==> src/pbcc_pkg.sv <==
// Package: register map, field layout and reset values of the PLL base clock control
package pbcc_pkg;

    // ------------------------------------------------------------
    // Register indices (byte address is four times the index)
    // ------------------------------------------------------------
    localparam logic [7:0] CTRL_IDX = 8'h5c;
    localparam logic [7:0] BW_IDX = 8'h5d;
    localparam logic [7:0] PROG_IDX = 8'h5e;

    // ------------------------------------------------------------
    // Reset values
    // ------------------------------------------------------------
    localparam logic [7:0] CTRL_RESET = 8'h2f;
    localparam logic [7:0] BW_RESET = 8'h00;
    localparam logic [3:0] MUL_RESET = 4'h6;
    localparam logic [3:0] VRS_RESET = 4'h6;

    // ------------------------------------------------------------
    // Control register fields
    // ------------------------------------------------------------
    localparam int CTRL_IE_BIT = 7;
    localparam int CTRL_FLAG_BIT = 6;
    localparam int CTRL_ON_BIT = 5;
    localparam int CTRL_BCS_BIT = 4;
    localparam logic [3:0] CTRL_UNUSED_READ = 4'hf;

    // ------------------------------------------------------------
    // Bandwidth control register fields
    // ------------------------------------------------------------
    localparam int BW_AUTO_BIT = 7;
    localparam int BW_LOCK_BIT = 6;
    localparam int BW_ACQ_BIT = 5;
    localparam int BW_XLD_BIT = 4;
    localparam logic [3:0] BW_TEST_READ = 4'h0;

    // ------------------------------------------------------------
    // Programming register fields
    // ------------------------------------------------------------
    localparam int PROG_MUL_LSB = 4;
    localparam int PROG_VRS_LSB = 0;

    // ------------------------------------------------------------
    // Timing counts
    // ------------------------------------------------------------
    localparam logic [1:0] HOLD_EDGES = 2'h3;
    localparam logic [3:0] XLD_WINDOW_MULT = 4'h4;

endpackage

==> src/pbcc_sync.sv <==
// Two-flop synchroniser for a group of level inputs
`timescale 1ns/10ps
module pbcc_sync #(
    parameter int W = 1
) (
    // Clock and reset
    input wire logic clk,
    input wire logic rst_n,
    // Levels
    input wire logic [W-1:0] d_in,
    output logic [W-1:0] q_out
);

    logic [W-1:0] meta_reg;
    logic [W-1:0] sync_reg;

    always_ff @(posedge clk or negedge rst_n)
    begin
        if (!rst_n)
        begin
            meta_reg <= '0;
            sync_reg <= '0;
        end
        else
        begin
            meta_reg <= d_in;
            sync_reg <= meta_reg;
        end
    end

    assign q_out = sync_reg;

endmodule

==> src/pbcc_clk_switch.sv <==
// Base clock source switch with hold-in-state transition and divide by two
`timescale 1ns/10ps
module pbcc_clk_switch (
    // Clock and reset
    input wire logic clk,
    input wire logic rst_n,
    // Source edges and select
    input wire logic xtal_rise,
    input wire logic vco_rise,
    input wire logic sel,
    // Output
    output logic clk_out,
    output logic busy
);

    logic cur_sel_reg;
    logic out_reg;
    logic [1:0] xcnt_reg;
    logic [1:0] vcnt_reg;
    logic switching;
    logic src_rise;

    assign switching = (sel != cur_sel_reg);
    // VCO when select is one, crystal when zero
    assign src_rise = cur_sel_reg ? vco_rise : xtal_rise;

    // ------------------------------------------------------------
    // Transition control
    // ------------------------------------------------------------
    always_ff @(posedge clk or negedge rst_n)
    begin
        if (!rst_n)
        begin
            xcnt_reg <= 2'h0;
            vcnt_reg <= 2'h0;
            cur_sel_reg <= 1'b0;
        end
        else if (!switching)
        begin
            xcnt_reg <= 2'h0;
            vcnt_reg <= 2'h0;
        end
        else if (xcnt_reg == pbcc_pkg::HOLD_EDGES && vcnt_reg == pbcc_pkg::HOLD_EDGES)
        begin
            cur_sel_reg <= sel;
            xcnt_reg <= 2'h0;
            vcnt_reg <= 2'h0;
        end
        else
        begin
            if (xtal_rise && xcnt_reg != pbcc_pkg::HOLD_EDGES)
            begin
                xcnt_reg <= xcnt_reg + 2'h1;
            end
            if (vco_rise && vcnt_reg != pbcc_pkg::HOLD_EDGES)
            begin
                vcnt_reg <= vcnt_reg + 2'h1;
            end
        end
    end

    // ------------------------------------------------------------
    // Divide by two
    // ------------------------------------------------------------
    // Toggling only on whole source edges keeps each phase full length
    always_ff @(posedge clk or negedge rst_n)
    begin
        if (!rst_n)
        begin
            out_reg <= 1'b0;
        end
        else if (!switching && src_rise)
        begin
            out_reg <= ~out_reg;
        end
    end

    assign clk_out = out_reg;
    assign busy = switching;

endmodule

==> src/pbcc_top.sv <==
// PLL base clock control: AHB-Lite registers, lock flag, source select, crystal loss
//
// Overview of operation
// - Lock interrupt enable ignores writes and reads zero while manual mode.
// - Lock flag sets on every lock toggle in automatic mode; interrupt when flag and enable set.
// - Lock flag reads zero whenever manual bandwidth mode is selected.
// - A read of the control register clears the lock flag unless a lock toggle comes in the same cycle.
// - While base clock select is one, loop-on stays set and read-only.
// - Base clock select cannot set while loop-on is clear.
// - Base clock select forced zero when loop off or range field zero.
// - On select change, output holds for three crystal and three VCO edges.
// - Base clock output is the selected source divided by two, even duty.
// - Select one routes VCO, select zero routes crystal.
// - Reset sets loop-on, clears enable, flag and select.
// - Control register low four bits read as ones.
// - Mode bit: one automatic, zero manual; reset manual.
// - Lock indicator read-only in automatic, zero in manual, reset clear.
// - Tracking bit is status in automatic, writable control in manual.
// - Manual tracking value kept during automatic and restored afterwards.
// - Crystal loss works only with VCO selected; else reads zero.
// - Multiplier field gives N equal to value, zero treated as one.
// - Reset sets the multiplier field to six.
// - Programming register ignores writes while loop-on is one.
// - Range field write-protected while on; zero disables loop, clears select.
// - Reset sets the VCO range field to six.
//
// The AHB-Lite interface to the registers was left to the implementer.
`timescale 1ns/10ps
module pbcc_top (
    // Clock and reset
    input wire logic I_SYS_CLK,
    input wire logic I_RESET_N,
    // AHB-Lite slave
    input wire logic I_HSEL,
    input wire logic [31:0] I_HADDR,
    input wire logic [1:0] I_HTRANS,
    input wire logic I_HWRITE,
    input wire logic [2:0] I_HSIZE,
    input wire logic [31:0] I_HWDATA,
    input wire logic I_HREADY,
    output logic [31:0] O_HRDATA,
    output logic O_HREADYOUT,
    output logic O_HRESP,
    // Clock sources and analog status
    input wire logic I_CRYSTAL_CLOCK,
    input wire logic I_VCO_CLOCK,
    input wire logic I_LOCK_DETECT,
    input wire logic I_TRACK_DETECT,
    input wire logic I_OSCILLATOR_ENABLE_IN,
    // Outputs to analog loop and system integration
    output logic O_BASE_CLOCK_OUT,
    output logic O_CLOCKGEN_INTERRUPT,
    output logic O_LOOP_ENABLE,
    output logic O_AUTO_MODE,
    output logic O_TRACKING_CTRL,
    output logic [3:0] O_MULTIPLIER_N,
    output logic [3:0] O_VCO_RANGE
);

    typedef enum logic [1:0] {BUS_IDLE, BUS_WRITE, BUS_READ_CAPTURE, BUS_READ_DONE} pbcc_bus_t;

    // ------------------------------------------------------------
    // Declarations
    // ------------------------------------------------------------
    pbcc_bus_t bus_reg;
    pbcc_bus_t bus_next;
    logic [7:0] idx_reg;
    logic accept;
    logic [7:0] wdata;
    logic wr_ctrl, wr_bw, wr_prog, rd_ctrl;
    logic [3:0] sync_out;
    logic xtal_s, vco_s, lock_s, track_s;
    logic xtal_d_reg, vco_d_reg, lock_d_reg;
    logic xtal_rise, vco_rise, lock_toggle;
    logic ie_reg, flag_reg, on_reg, bcs_reg;
    logic auto_reg, acq_reg, xld_reg;
    logic [5:0] xld_cnt_reg;
    logic [3:0] mul_reg, vrs_reg;
    logic irq_reg;
    logic out_en_reg;
    logic [31:0] rdata_reg;
    logic vrs_zero;
    logic [3:0] n_eff;
    logic [5:0] xld_window;
    logic [7:0] ctrl_read, bw_read, rd_value;
    logic sw_clk;

    // ------------------------------------------------------------
    // Input synchronisers
    // ------------------------------------------------------------
    // Sources are sampled, so each must run below half the system clock
    pbcc_sync #(
        .W(4)
    ) u_sync (
        .clk(I_SYS_CLK),
        .rst_n(I_RESET_N),
        .d_in({I_TRACK_DETECT, I_LOCK_DETECT, I_VCO_CLOCK, I_CRYSTAL_CLOCK}),
        .q_out(sync_out)
    );

    assign xtal_s = sync_out[0];
    assign vco_s = sync_out[1];
    assign lock_s = sync_out[2];
    assign track_s = sync_out[3];

    always_ff @(posedge I_SYS_CLK or negedge I_RESET_N)
    begin
        if (!I_RESET_N)
        begin
            xtal_d_reg <= 1'b0;
            vco_d_reg <= 1'b0;
            lock_d_reg <= 1'b0;
        end
        else
        begin
            xtal_d_reg <= xtal_s;
            vco_d_reg <= vco_s;
            lock_d_reg <= lock_s;
        end
    end

    assign xtal_rise = xtal_s & ~xtal_d_reg;
    assign vco_rise = vco_s & ~vco_d_reg;
    assign lock_toggle = lock_s ^ lock_d_reg;

    // ------------------------------------------------------------
    // Bus slave
    // ------------------------------------------------------------
    // Reads take one wait state so the data sees any write just before
    assign accept = I_HSEL & I_HTRANS[1] & I_HREADY;
    assign wdata = I_HWDATA[7:0];

    always_comb
    begin
        bus_next = bus_reg;
        unique case (bus_reg)
            BUS_IDLE, BUS_WRITE, BUS_READ_DONE:
            begin
                if (accept)
                    bus_next = I_HWRITE ? BUS_WRITE : BUS_READ_CAPTURE;
                else
                    bus_next = BUS_IDLE;
            end
            BUS_READ_CAPTURE:
                bus_next = BUS_READ_DONE;
        endcase
    end

    always_ff @(posedge I_SYS_CLK or negedge I_RESET_N)
    begin
        if (!I_RESET_N)
        begin
            bus_reg <= BUS_IDLE;
            idx_reg <= 8'h00;
        end
        else
        begin
            bus_reg <= bus_next;
            if (accept)
                idx_reg <= (I_HADDR[31:10] == 22'h0) ? I_HADDR[9:2] : 8'hff;
        end
    end

    assign O_HREADYOUT = (bus_reg != BUS_READ_CAPTURE);
    assign O_HRESP = 1'b0;
    assign wr_ctrl = (bus_reg == BUS_WRITE) && (idx_reg == pbcc_pkg::CTRL_IDX);
    assign wr_bw = (bus_reg == BUS_WRITE) && (idx_reg == pbcc_pkg::BW_IDX);
    assign wr_prog = (bus_reg == BUS_WRITE) && (idx_reg == pbcc_pkg::PROG_IDX);
    assign rd_ctrl = (bus_reg == BUS_READ_CAPTURE) && (idx_reg == pbcc_pkg::CTRL_IDX);

    // ------------------------------------------------------------
    // Read view
    // ------------------------------------------------------------
    always_comb
    begin
        ctrl_read = {ie_reg & auto_reg, flag_reg & auto_reg, on_reg, bcs_reg,
                     pbcc_pkg::CTRL_UNUSED_READ};
        bw_read = {auto_reg, lock_s & auto_reg, auto_reg ? track_s : acq_reg,
                   xld_reg & bcs_reg, pbcc_pkg::BW_TEST_READ};
        unique case (idx_reg)
            pbcc_pkg::CTRL_IDX: rd_value = ctrl_read;
            pbcc_pkg::BW_IDX: rd_value = bw_read;
            pbcc_pkg::PROG_IDX: rd_value = {mul_reg, vrs_reg};
            default: rd_value = 8'h00;
        endcase
    end

    always_ff @(posedge I_SYS_CLK or negedge I_RESET_N)
    begin
        if (!I_RESET_N)
            rdata_reg <= 32'h0;
        else if (bus_reg == BUS_READ_CAPTURE)
            rdata_reg <= {24'h0, rd_value};
    end

    assign O_HRDATA = rdata_reg;

    // ------------------------------------------------------------
    // Bandwidth mode and tracking control
    // ------------------------------------------------------------
    always_ff @(posedge I_SYS_CLK or negedge I_RESET_N)
    begin
        if (!I_RESET_N)
        begin
            auto_reg <= 1'b0;
            acq_reg <= 1'b0;
        end
        else if (wr_bw)
        begin
            auto_reg <= wdata[pbcc_pkg::BW_AUTO_BIT];
            if (!auto_reg)
            begin
                // Shadow is only touched in manual mode
                acq_reg <= wdata[pbcc_pkg::BW_ACQ_BIT];
            end
        end
    end

    // ------------------------------------------------------------
    // Interrupt enable and lock flag
    // ------------------------------------------------------------
    always_ff @(posedge I_SYS_CLK or negedge I_RESET_N)
    begin
        if (!I_RESET_N)
            ie_reg <= 1'b0;
        else if (!auto_reg)
            ie_reg <= 1'b0;
        else if (wr_ctrl)
            ie_reg <= wdata[pbcc_pkg::CTRL_IE_BIT];
    end

    // A toggle in the same cycle as the clearing read wins
    always_ff @(posedge I_SYS_CLK or negedge I_RESET_N)
    begin
        if (!I_RESET_N)
            flag_reg <= 1'b0;
        else if (!auto_reg)
            flag_reg <= 1'b0;
        else if (lock_toggle)
            flag_reg <= 1'b1;
        else if (rd_ctrl)
            flag_reg <= 1'b0;
    end

    always_ff @(posedge I_SYS_CLK or negedge I_RESET_N)
    begin
        if (!I_RESET_N)
            irq_reg <= 1'b0;
        else
            irq_reg <= flag_reg & ie_reg & auto_reg;
    end

    // ------------------------------------------------------------
    // Loop on and base clock select
    // ------------------------------------------------------------
    assign vrs_zero = (vrs_reg == 4'h0);

    // Old select value holds the loop on through a deselecting write
    always_ff @(posedge I_SYS_CLK or negedge I_RESET_N)
    begin
        if (!I_RESET_N)
            on_reg <= 1'b1;
        else if (wr_ctrl)
            on_reg <= wdata[pbcc_pkg::CTRL_ON_BIT] | bcs_reg;
    end

    always_ff @(posedge I_SYS_CLK or negedge I_RESET_N)
    begin
        if (!I_RESET_N)
            bcs_reg <= 1'b0;
        else if (!on_reg || vrs_zero)
            bcs_reg <= 1'b0;
        else if (wr_ctrl)
        begin
            // Old loop-on value, so one write cannot turn on and select
            bcs_reg <= wdata[pbcc_pkg::CTRL_BCS_BIT] & on_reg;
        end
    end

    pbcc_clk_switch u_switch (
        .clk(I_SYS_CLK),
        .rst_n(I_RESET_N),
        .xtal_rise(xtal_rise),
        .vco_rise(vco_rise),
        .sel(bcs_reg),
        .clk_out(sw_clk),
        .busy()
    );

    // ------------------------------------------------------------
    // Programming register
    // ------------------------------------------------------------
    always_ff @(posedge I_SYS_CLK or negedge I_RESET_N)
    begin
        if (!I_RESET_N)
        begin
            mul_reg <= pbcc_pkg::MUL_RESET;
            vrs_reg <= pbcc_pkg::VRS_RESET;
        end
        else if (wr_prog && !on_reg)
        begin
            mul_reg <= wdata[pbcc_pkg::PROG_MUL_LSB +: 4];
            vrs_reg <= wdata[pbcc_pkg::PROG_VRS_LSB +: 4];
        end
    end

    assign n_eff = (mul_reg == 4'h0) ? 4'h1 : mul_reg;

    // ------------------------------------------------------------
    // Crystal loss detection
    // ------------------------------------------------------------
    // Window of four times N VCO edges; any crystal edge inside clears loss
    assign xld_window = {2'h0, n_eff} * {2'h0, pbcc_pkg::XLD_WINDOW_MULT};

    always_ff @(posedge I_SYS_CLK or negedge I_RESET_N)
    begin
        if (!I_RESET_N)
        begin
            xld_reg <= 1'b0;
            xld_cnt_reg <= 6'h0;
        end
        else if (!bcs_reg)
        begin
            xld_reg <= 1'b0;
            xld_cnt_reg <= 6'h0;
        end
        else if (wr_bw)
        begin
            xld_reg <= wdata[pbcc_pkg::BW_XLD_BIT];
            xld_cnt_reg <= wdata[pbcc_pkg::BW_XLD_BIT] ? xld_window : 6'h0;
        end
        else if (xld_cnt_reg != 6'h0)
        begin
            if (xtal_rise)
            begin
                xld_reg <= 1'b0;
                xld_cnt_reg <= 6'h0;
            end
            else if (vco_rise)
                xld_cnt_reg <= xld_cnt_reg - 6'h1;
        end
    end

    // ------------------------------------------------------------
    // Outputs
    // ------------------------------------------------------------
    // Loop enable needs the oscillator enable and a non-zero range
    always_ff @(posedge I_SYS_CLK or negedge I_RESET_N)
    begin
        if (!I_RESET_N)
            out_en_reg <= 1'b0;
        else
            out_en_reg <= on_reg & ~vrs_zero & I_OSCILLATOR_ENABLE_IN;
    end

    assign O_BASE_CLOCK_OUT = sw_clk;
    assign O_CLOCKGEN_INTERRUPT = irq_reg;
    assign O_LOOP_ENABLE = out_en_reg;
    assign O_AUTO_MODE = auto_reg;
    assign O_TRACKING_CTRL = acq_reg;
    assign O_MULTIPLIER_N = n_eff;
    assign O_VCO_RANGE = vrs_reg;

endmodule

==> config.mk <==
export PLATFORM = sky130hd
export DESIGN_NAME = pbcc_top
export DESIGN_NICKNAME = d
export VERILOG_FILES = /design/src/pbcc_pkg.sv /design/src/pbcc_sync.sv /design/src/pbcc_clk_switch.sv /design/src/pbcc_top.sv
export SDC_FILE = /design/constraint.sdc
export NUM_CORES = 1
export LEC_CHECK = 0
export BUFFER_PORTS_ARGS = -buffer_cell sky130_fd_sc_hd__clkbuf_2
export CAP_MARGIN = 0
export CORE_ASPECT_RATIO = 0.5
export CORE_MARGIN = 2
export CORE_UTILIZATION = 30
export CTS_CLUSTER_SIZE = 30
export DETAILED_ROUTE_END_ITERATION = 7
export GPL_TIMING_DRIVEN = 0
export SLEW_MARGIN = 20
export SYNTH_ARGS = -nofsm -noshare
export SYNTH_HDL_FRONTEND = slang
export SYNTH_HIERARCHICAL = 1
export SYNTH_SLANG_ARGS = --single-unit
==> constraint.sdc <==
create_clock -name I_SYS_CLK -period 2.35 [get_ports I_SYS_CLK]
set_input_delay 0.47 -clock I_SYS_CLK [delete_from_list [all_inputs] [get_ports I_SYS_CLK]]
set_output_delay 0.47 -clock I_SYS_CLK [all_outputs]
set_load 0.01 [all_outputs]
### After elaboration in Yosys (flattened, before gate mapping)

Cells that the tools add are included.

* register bits: 58
* input port bits: 79
* output and inout port bits: 47
* logic and storage cells: 120

* add/subtract/negate cells: 3
* equal/unequal tests: 19
* muxes and demuxes: 31
* bitwise operators: 20
* reduce and logical (&&, ||, !) cells: 23

Operator list (count)
* $mux W6: 6
* $eq A8 B7 Y1 const B: 3
* $pmux W8 S3: 1
* $logic_not A22 Y1: 1
* $mux W2: 8
* $and A1 B1 Y1: 13
* $mux W1: 13
* $logic_and A1 B1 Y1: 9
* $ne A3 B3 Y1 const B: 3
* $eq A2 B2 Y1 const B: 4
* $logic_not A4 Y1: 2
* $mux W8: 1
* $ne A2 B2 Y1 const B: 4
* $reduce_and A2 Y1: 4
* $ne A3 B2 Y1 const B: 2
* $reduce_bool A6 Y1: 1
* $sub A6 B1 Y6 const B: 1
* $not A1 Y1: 5
* $add A2 B1 Y2 const B: 2
* $mux W4: 1
* $ne A4 B2 Y1 const B: 1
* $pmux W2 S2: 1
* $reduce_or A3 Y1: 1
* $eq A2 B1 Y1 const B: 1
* other kinds (7): 8

### Depth between registers and ports, before layout

Gate-level depths: netlist (run 1).

* depth after elaboration: 7
* mapped depth: 7
* gate-level depth less buffers: 7

### By module

Netlist (run 1), hierarchy kept.

By module, submodules not included
* pbcc_top: instances 1, cells each 207, area an instance 2232.1 um2, sequential area each 1107.3 um2
* pbcc_clk_switch: instances 1, cells each 29, area an instance 325.3 um2, sequential area each 150.1 um2
* pbcc_sync: instances 1, cells each 8, area an instance 200.2 um2, sequential area each 200.2 um2

### Least setup slack after synthesis (run 1)

Ideal clock, no wire load.

* kind: register to register
* from: register xld_cnt_reg[0]
* to: register xld_cnt_reg[4]
* library setup time: 121 ps
* arrival: 1670 ps
* data required time: 2229 ps
* setup slack: 559 ps
* cell stages (with the launch flop): 8
* path buffers: 0
* clock period less this slack: 1791 ps
* path through: dfrtp_1 inv_1 ha_1 or4b_4 o22ai_2 nor2b_4 o21ai_0 a22o_1

* word-level cells in the longest chain between the ends: 6
* elaborated cells on any way between the ends: 9
* classes of those cells: add/sub (1); eq/ne (1); mux (5); reduce/logical (2)

Ends and longest elaborated chain
* start: declaration: RTL line pbcc_top.sv:77 `logic [5:0] xld_cnt_reg;`
* start signal: assignment: RTL line pbcc_top.sv:330 `xld_cnt_reg <= wdata[pbcc_pkg::BW_XLD_BIT] ? xld_window : 6'h0;`
* start signal: assignment: RTL line pbcc_top.sv:340 `xld_cnt_reg <= xld_cnt_reg - 6'h1;`
* $sub A6 B1 Y6: RTL line pbcc_top.sv:340
* $mux W6: RTL line pbcc_top.sv:339 `else if (vco_rise)`
* $mux W6: RTL line pbcc_top.sv:334 `if (xtal_rise)`
* $mux W6: RTL line pbcc_top.sv:332 `else if (xld_cnt_reg != 6'h0)`
* $mux W6: RTL line pbcc_top.sv:327 `else if (wr_bw)`
* $mux W6: RTL line pbcc_top.sv:322 `else if (!bcs_reg)`

Parallel ways exist; a longest one is shown, timed or not. The select of a mux whose other input is x is not followed.
A chain may end at the register's enable or synchronous reset.

### Worst setup path after layout (run 1)

* from: register idx_reg[7]
* to: register flag_reg

* word-level cells in the longest chain between the ends: 3

Ends and longest elaborated chain
* start: declaration: RTL line pbcc_top.sv:67 `logic [7:0] idx_reg;`
* start signal: assignment: RTL line pbcc_top.sv:160 `idx_reg <= (I_HADDR[31:10] == 22'h0) ? I_HADDR[9:2] : 8'hff;`
* $eq A8 B7 Y1: RTL line pbcc_top.sv:169 `assign rd_ctrl = (bus_reg == BUS_READ_CAPTURE) && (idx_reg == pbcc_pkg::CTRL_IDX);`
* $logic_and A1 B1 Y1: RTL line pbcc_top.sv:169
* $ne A3 B3 Y1 (no line)
* end signal: assignment: RTL line pbcc_top.sv:236 `flag_reg <= 1'b0;`
* end signal: assignment: RTL line pbcc_top.sv:238 `flag_reg <= 1'b0;`
* end signal: assignment: RTL line pbcc_top.sv:240 `flag_reg <= 1'b1;`
* end: declaration: RTL line pbcc_top.sv:75 `logic ie_reg, flag_reg, on_reg, bcs_reg;`

Every way passes these cells.

==> results.py, run 1 <==
metrics = {
    "drt": {
        "routedWlPerCell_um": 12.7,
        "first_iter_violations": 106,
        "postRouteAntennaNets": 0,
        "vias": 2087,
        "detail_route.vias_per_cell": 4.43,
        "drcViolationCount": 0,
        "drt_wl_total_mm": 5.97,
        "dr.pass1.iters": 4,
    },
    "timing": {
        "drv_slew": 0,
        "fin_crit_sh": 0.875,
        "skew_ns": 0.00780,
        "finalHoldViolations": 1,
        "setup_ws_ns": 0.294,
        "period_needed_ns": 2.06,
        "finalSetupViolations": 0,
        "whs_ns": -0.0000590,
        "rsz0062_at_grt": "no",
        "slew_headroom": 0.308,
        "max_freq_mhz": 486,
        "tightest_slew_ns": 1.03,
        "tns_ns": 0,
    },
    "setup_path": {
        "path_delay_family": "simple AND/OR/NAND/NOR gates",
        "worst-path-buf-inv": 0,
        "path_class": "register to register",
        "slowest_delay_ns": 0.80,
        "r2r_start": "idx_reg[7]$_DFFE_PN0P_",
        "crit_fanout": 5,
        "worstPathCellList": "and4bb_2 -> nand2b_1 -> nor4_1 -> nand2b_1 -> a21boi_0",
        "critPathSlowestCell": "nor4_1",
        "regToRegSetupSlack_ns": 0.29,
        "critical_path.startpoint_type": "register",
        "r2r-end": "flag_reg$_DFFE_PN0P_",
        "end_kind": "register",
        "cpMostUsedCell": "nand2b_1",
        "arrival_ns": 2.26,
        "r2r_cells": 5,
        "critPathRequiredTime_ns": 2.55,
    },
    "yosys": {
        "yosys_warnings": 6,
        "avgSynthCellArea_um2": 11.3,
        "syn_area_um2": 2750,
        "syn_inst": 243,
    },
    "power_and_ir_drop": {
        "p_leak_uw": 0.00182,
        "ir_drop_mv": 0.358,
        "power_density_nw_per_um2": 697,
    },
    "global_route": {
        "grt_pass1_wl_mm": 9.77,
        "grt_max_degree": 50,
        "grt-ovfl-total": 0,
        "grt_pass1_vias": 2033,
        "grt_usage": 0.125,
        "antenna_found_initial": 0,
    },
    "status": {
        "violations": "negative hold slack",
        "status": "complete, but fails checks",
    },
    "cts": {
        "htree_levels": 3,
        "max-clock-path-buffers": 2,
        "cts_buffers": 9,
        "cts-resized-gates": 0,
        "clkLatencyLatePin_ns": 0.32,
        "cts_tree": "done",
        "root_buffer": "clkbuf_16",
        "clock_sinks": 58,
        "postCtsHoldBufs": 0,
        "post_cts_buffers": 0,
        "cts.clk_slew.worst_paths_ns": 0.06,
    },
    "die": {
        "io_pins": 126,
        "fp.dieH_um": 71.8,
        "die_x_um": 139,
        "start_util": 0.313,
        "dieArea_um2": 10000,
        "rows": 24,
        "core_area_um2": 8800,
    },
    "placed_design": {
        "pre_cts_ws_ns": 0.326,
        "place.gp.congestion": 0.777,
        "io_buffers": 70,
        "dp.cells": 455,
        "hpwl_mm": 4.52,
    },
    "layout": {
        "nNetsFinal": 431,
        "syn2layout_area_growth_pct": 33.5,
        "stdcell_count": 471,
        "utilization": 0.418,
        "drive_above_1_share": 0.401,
        "num_antenna_cells": 0,
    },
    "flow_run": {
        "drv_cap": 0,
    },
    "hold_path": {
        "hold_path.class": "primary input to async pin",
    },
}
[layer usage]
metal | part of all wire | GRT usage
met1 | 0.46 | 0.158
met2 | 0.45 | 0.202
met3 | 0.074 | 0.0455
met4 | 0.011 | 0.0370
met5 | 0 | 0
[worst max-delay path by stage]
stage / depth (start not counted) / slack [ns] / to / startpoint
after CTS: 5 / 0.33 / mul_reg[3]$_DFFE_PN0P_ / idx_reg[0]$_DFFE_PN0P_
final: 5 / 0.29 / flag_reg$_DFFE_PN0P_ / idx_reg[7]$_DFFE_PN0P_
after detailed placement: 5 / 0.33 / idx_reg[6]$_DFFE_PN0P_ / I_HADDR[17]
after global routing: 5 / 0.22 / O_VCO_RANGE[0]$_DFFE_PN0P_ / idx_reg[0]$_DFFE_PN0P_
after floorplan: 7 / 0.56 / xld_cnt_reg[4]$_DFFE_PN0P_ / xld_cnt_reg[0]$_DFFE_PN0P_
after global placement: 5 / 0.34 / idx_reg[1]$_DFFE_PN0P_ / I_HADDR[17]
[where the power goes]
group          internal (uW)  total [uW]  switching [uW]
Clock                    847        1300             457
Sequential              1030        1050            18.3
Combinational           98.3         209             111
[layout make-up]
class | instances | area, um^2
tap | 117 | 146
buffer | 33 | 220
multi-input combinational | 167 | 1130
clock buffer | 10 | 239
timing repair buffer | 71 | 380
sequential | 58 | 1460
fill | 856 | 5120
clock inverter | 6 | 66.3
inverter | 9 | 33.8
[through the flow]
stage,power (uW),area (um^2)
after global routing,2670,3680
after CTS,2590,3680
final,2560,3680
after floorplan,1180,2840
after detailed placement,1280,3370
after global placement,1270,3340
[cells in the final DEF (no fill, tap or decap), drive strengths merged, types with 2 or more instances in the layout]
master / instances
o22a: 10
nor3: 2
dfstp: 5
mux2: 11
and3: 2
nor4: 6
nor2: 18
nand2b: 4
buf: 28
o21ai: 7
or3: 2
conb: 25
a22o: 6
clkinvlp: 3
ha: 3
nor2b: 5
dfrtp: 53
inv: 9
o22ai: 4
a31o: 2
nand2: 16
a221o: 4
o41ai: 2
clkinv: 2
or4: 2
a21oi: 4
mux2i: 8
nand3: 2
clkbuf: 86
xnor2: 5
No activity file was read; power rests on OpenSTA's default activity.
==> run 2, diff against run 1 <==
--- a/config.mk
+++ b/config.mk
@@ -5,13 +5,13 @@
 export SDC_FILE = /design/constraint.sdc
 export NUM_CORES = 1
 export LEC_CHECK = 0
-export BUFFER_PORTS_ARGS = -buffer_cell sky130_fd_sc_hd__clkbuf_2
 export CAP_MARGIN = 0
-export CORE_ASPECT_RATIO = 0.5
+export CORE_ASPECT_RATIO = 0.9
 export CORE_MARGIN = 2
 export CORE_UTILIZATION = 30
 export CTS_CLUSTER_SIZE = 30
 export DETAILED_ROUTE_END_ITERATION = 7
+export DONT_BUFFER_PORTS = 1
 export GPL_TIMING_DRIVEN = 0
 export SLEW_MARGIN = 20
 export SYNTH_ARGS = -nofsm -noshare
==> run 2 against run 1 <==
Effect of this change:
- the flow now finishes without violations
- global-route usage is 0.24 points lower
- sequential share of layout area is 5.0 points higher
- sequential cell count stayed put
- combinational power is 27% lower
- power is 12% lower
- critical path type unchanged
==> results.py, run 2 (synthesized netlist as in run 1, its figures left out) <==
metrics = {
    "status": {
        "status": "finished, final reports clean",
    },
    "cts": {
        "max-clock-path-buffers": 2,
        "cts.clk_slew.worst_paths_ns": 0.07,
        "htree_levels": 3,
        "root_buffer": "clkbuf_8",
        "cts_tree": "done",
        "cts-resized-gates": 0,
        "clkLatencyLatePin_ns": 0.34,
        "clock_sinks": 58,
        "cts_buffers": 9,
    },
    "power_and_ir_drop": {
        "power_frac_seq": 0.467,
        "ir_drop_mv": 0.428,
        "internal_power_uw": 1750,
        "p_leak_uw": 0.00149,
        "power_switching_uw": 511,
        "pwr-share-comb": 0.067,
        "power_density_nw_per_um2": 692,
        "clock_power_share": 0.465,
        "switching_share": 0.226,
        "power.total_uw": 2260,
    },
    "setup_path": {
        "crit_fanout": 5,
        "cpMostUsedCell": "nand2b_1",
        "startpoint": "idx_reg[7]$_DFFE_PN0P_",
        "critPathSlowestCell": "nor4_1",
        "path_class": "register to register",
        "r2r-end": "flag_reg$_DFFE_PN0P_",
        "end_kind": "register",
        "slowest_delay_ns": 0.86,
        "r2r_start": "idx_reg[7]$_DFFE_PN0P_",
        "arrival_ns": 2.34,
        "path_delay_family": "simple AND/OR/NAND/NOR gates",
        "regToRegSetupSlack_ns": 0.23,
        "path_depth": 5,
        "r2r_cells": 5,
        "critical_path.startpoint_type": "register",
        "worstPathCellList": "and4bb_2 -> nand2b_1 -> nor4_1 -> nand2b_1 -> a21boi_0",
        "worst-path-buf-inv": 0,
        "critPathRequiredTime_ns": 2.57,
    },
    "die": {
        "fp.dieH_um": 94.9,
        "start_util": 0.306,
        "io_pins": 126,
        "die_x_um": 105,
        "core_area_um2": 9000,
        "rows": 33,
        "dieArea_um2": 9960,
    },
    "layout": {
        "final_cell_mix": "dfrtp_1 (53), buf_4 (25), conb_1 (25), nor2_1 (18), nand2_1 (16)",
        "final_common_cell": "dfrtp_1",
        "num_antenna_cells": 0,
        "fillerInstances": 920,
        "syn2layout_area_growth_pct": 18.5,
        "nNetsFinal": 362,
        "stdcell_count": 407,
        "drive_above_1_share": 0.249,
    },
    "drt": {
        "first_iter_violations": 95,
        "drt_wl_total_mm": 5.83,
        "detail_route.vias_per_cell": 4.69,
        "postRouteAntennaNets": 0,
        "routedWlPerCell_um": 14.3,
        "drcViolationCount": 0,
        "dr.pass1.iters": 4,
        "vias": 1910,
    },
    "timing": {
        "whs_ns": 0.153,
        "finalSetupViolations": 0,
        "setup_ws_ns": 0.225,
        "tightest_slew_ns": 1.12,
        "drv_slew": 0,
        "tns_ns": 0,
        "finalHoldViolations": 0,
        "skew_ns": 0.0102,
        "fin_crit_sh": 0.904,
        "slew_headroom": 0.250,
        "period_needed_ns": 2.12,
        "rsz0062_at_grt": "no",
        "max_freq_mhz": 471,
    },
    "global_route": {
        "grt_pass1_vias": 1851,
        "antenna_found_initial": 0,
        "grt_pass1_wl_mm": 9.26,
        "grt_max_degree": 59,
        "grt_usage": 0.122,
        "grt-ovfl-total": 0,
    },
    "hold_path": {
        "min_from": "I_CRYSTAL_CLOCK",
        "min_path_cells": 0,
        "holdPathEnd": "u_sync/meta_reg[0]$_DFF_PN0_",
        "hold_path.class": "primary input to register",
    },
    "placed_design": {
        "io_buffers": 0,
        "place.gp.congestion": 0.839,
        "hpwl_mm": 4.28,
        "dp.cells": 389,
        "pre_cts_ws_ns": 0.270,
    },
    "flow_run": {
        "drv_cap": 0,
    },
}
-- run 2: changes by cell type in the layout (fill, tap and decap cells not counted), sizes merged --
cell | previous run | this run
bufinv | 1 | 2
clkbuf | 86 | 18
clkinv | 2 | 0
clkinvlp | 3 | 2
dlygate4sd3 | 0 | 1
-- run 2: power by group through the flow --
stage | sequential, uW | combinational [uW] | clock (uW)
after floorplan | 1070 | 108 | 0
after global placement | 1070 | 123 | 0
after detailed placement | 1080 | 124 | 0
after CTS | 1060 | 152 | 1080
after global routing | 1060 | 171 | 1130
final | 1060 | 152 | 1050
-- run 2: timing repair --
| action | 4_1_cts | 5_1_grt |
|---|---|---|
| hold endpoints to repair | 58 | 0 |
| hold buffers | 2 | 0 |
| buffers inserted | 0 | 0 |
-- run 2: worst max-delay path by stage --
stage / to / slack [ns]
after floorplan: xld_cnt_reg[4]$_DFFE_PN0P_ / 0.56
after global placement: flag_reg$_DFFE_PN0P_ / 0.28
after detailed placement: O_VCO_RANGE[0]$_DFFE_PN0P_ / 0.27
after CTS: O_VCO_RANGE[3]$_DFFE_PN0P_ / 0.25
after global routing: O_VCO_RANGE[3]$_DFFE_PN0P_ / 0.08
final: flag_reg$_DFFE_PN0P_ / 0.23
-- run 2: area by class of cell --
class                   count  area, um^2  area share
flip-flops and latches     58        1460       0.447
clock inverters             4        75.1      0.0230
clock buffers              12         155      0.0475
repair buffers              2        37.5      0.0115
inverters                   9        33.8      0.0103
plain buffers              33         220      0.0675
multi-input cells         167        1130       0.347
well taps                 122         153      0.0468
-- run 2: per-stage QoR --
step / cell area [um^2] / utilization
after detailed placement: 3000 / 0.333
after floorplan: 2840 / -
after global placement: 3000 / 0.333
final: 3260 / 0.363
after CTS: 3260 / 0.363
after global routing: 3260 / 0.363
-- run 2: layer usage --
layer / global-route usage / wire (um)
met1: 0.160 / 2750
met2: 0.179 / 2560
met3: 0.0455 / 454
met4: 0.0567 / 62
met5: 0 / 0
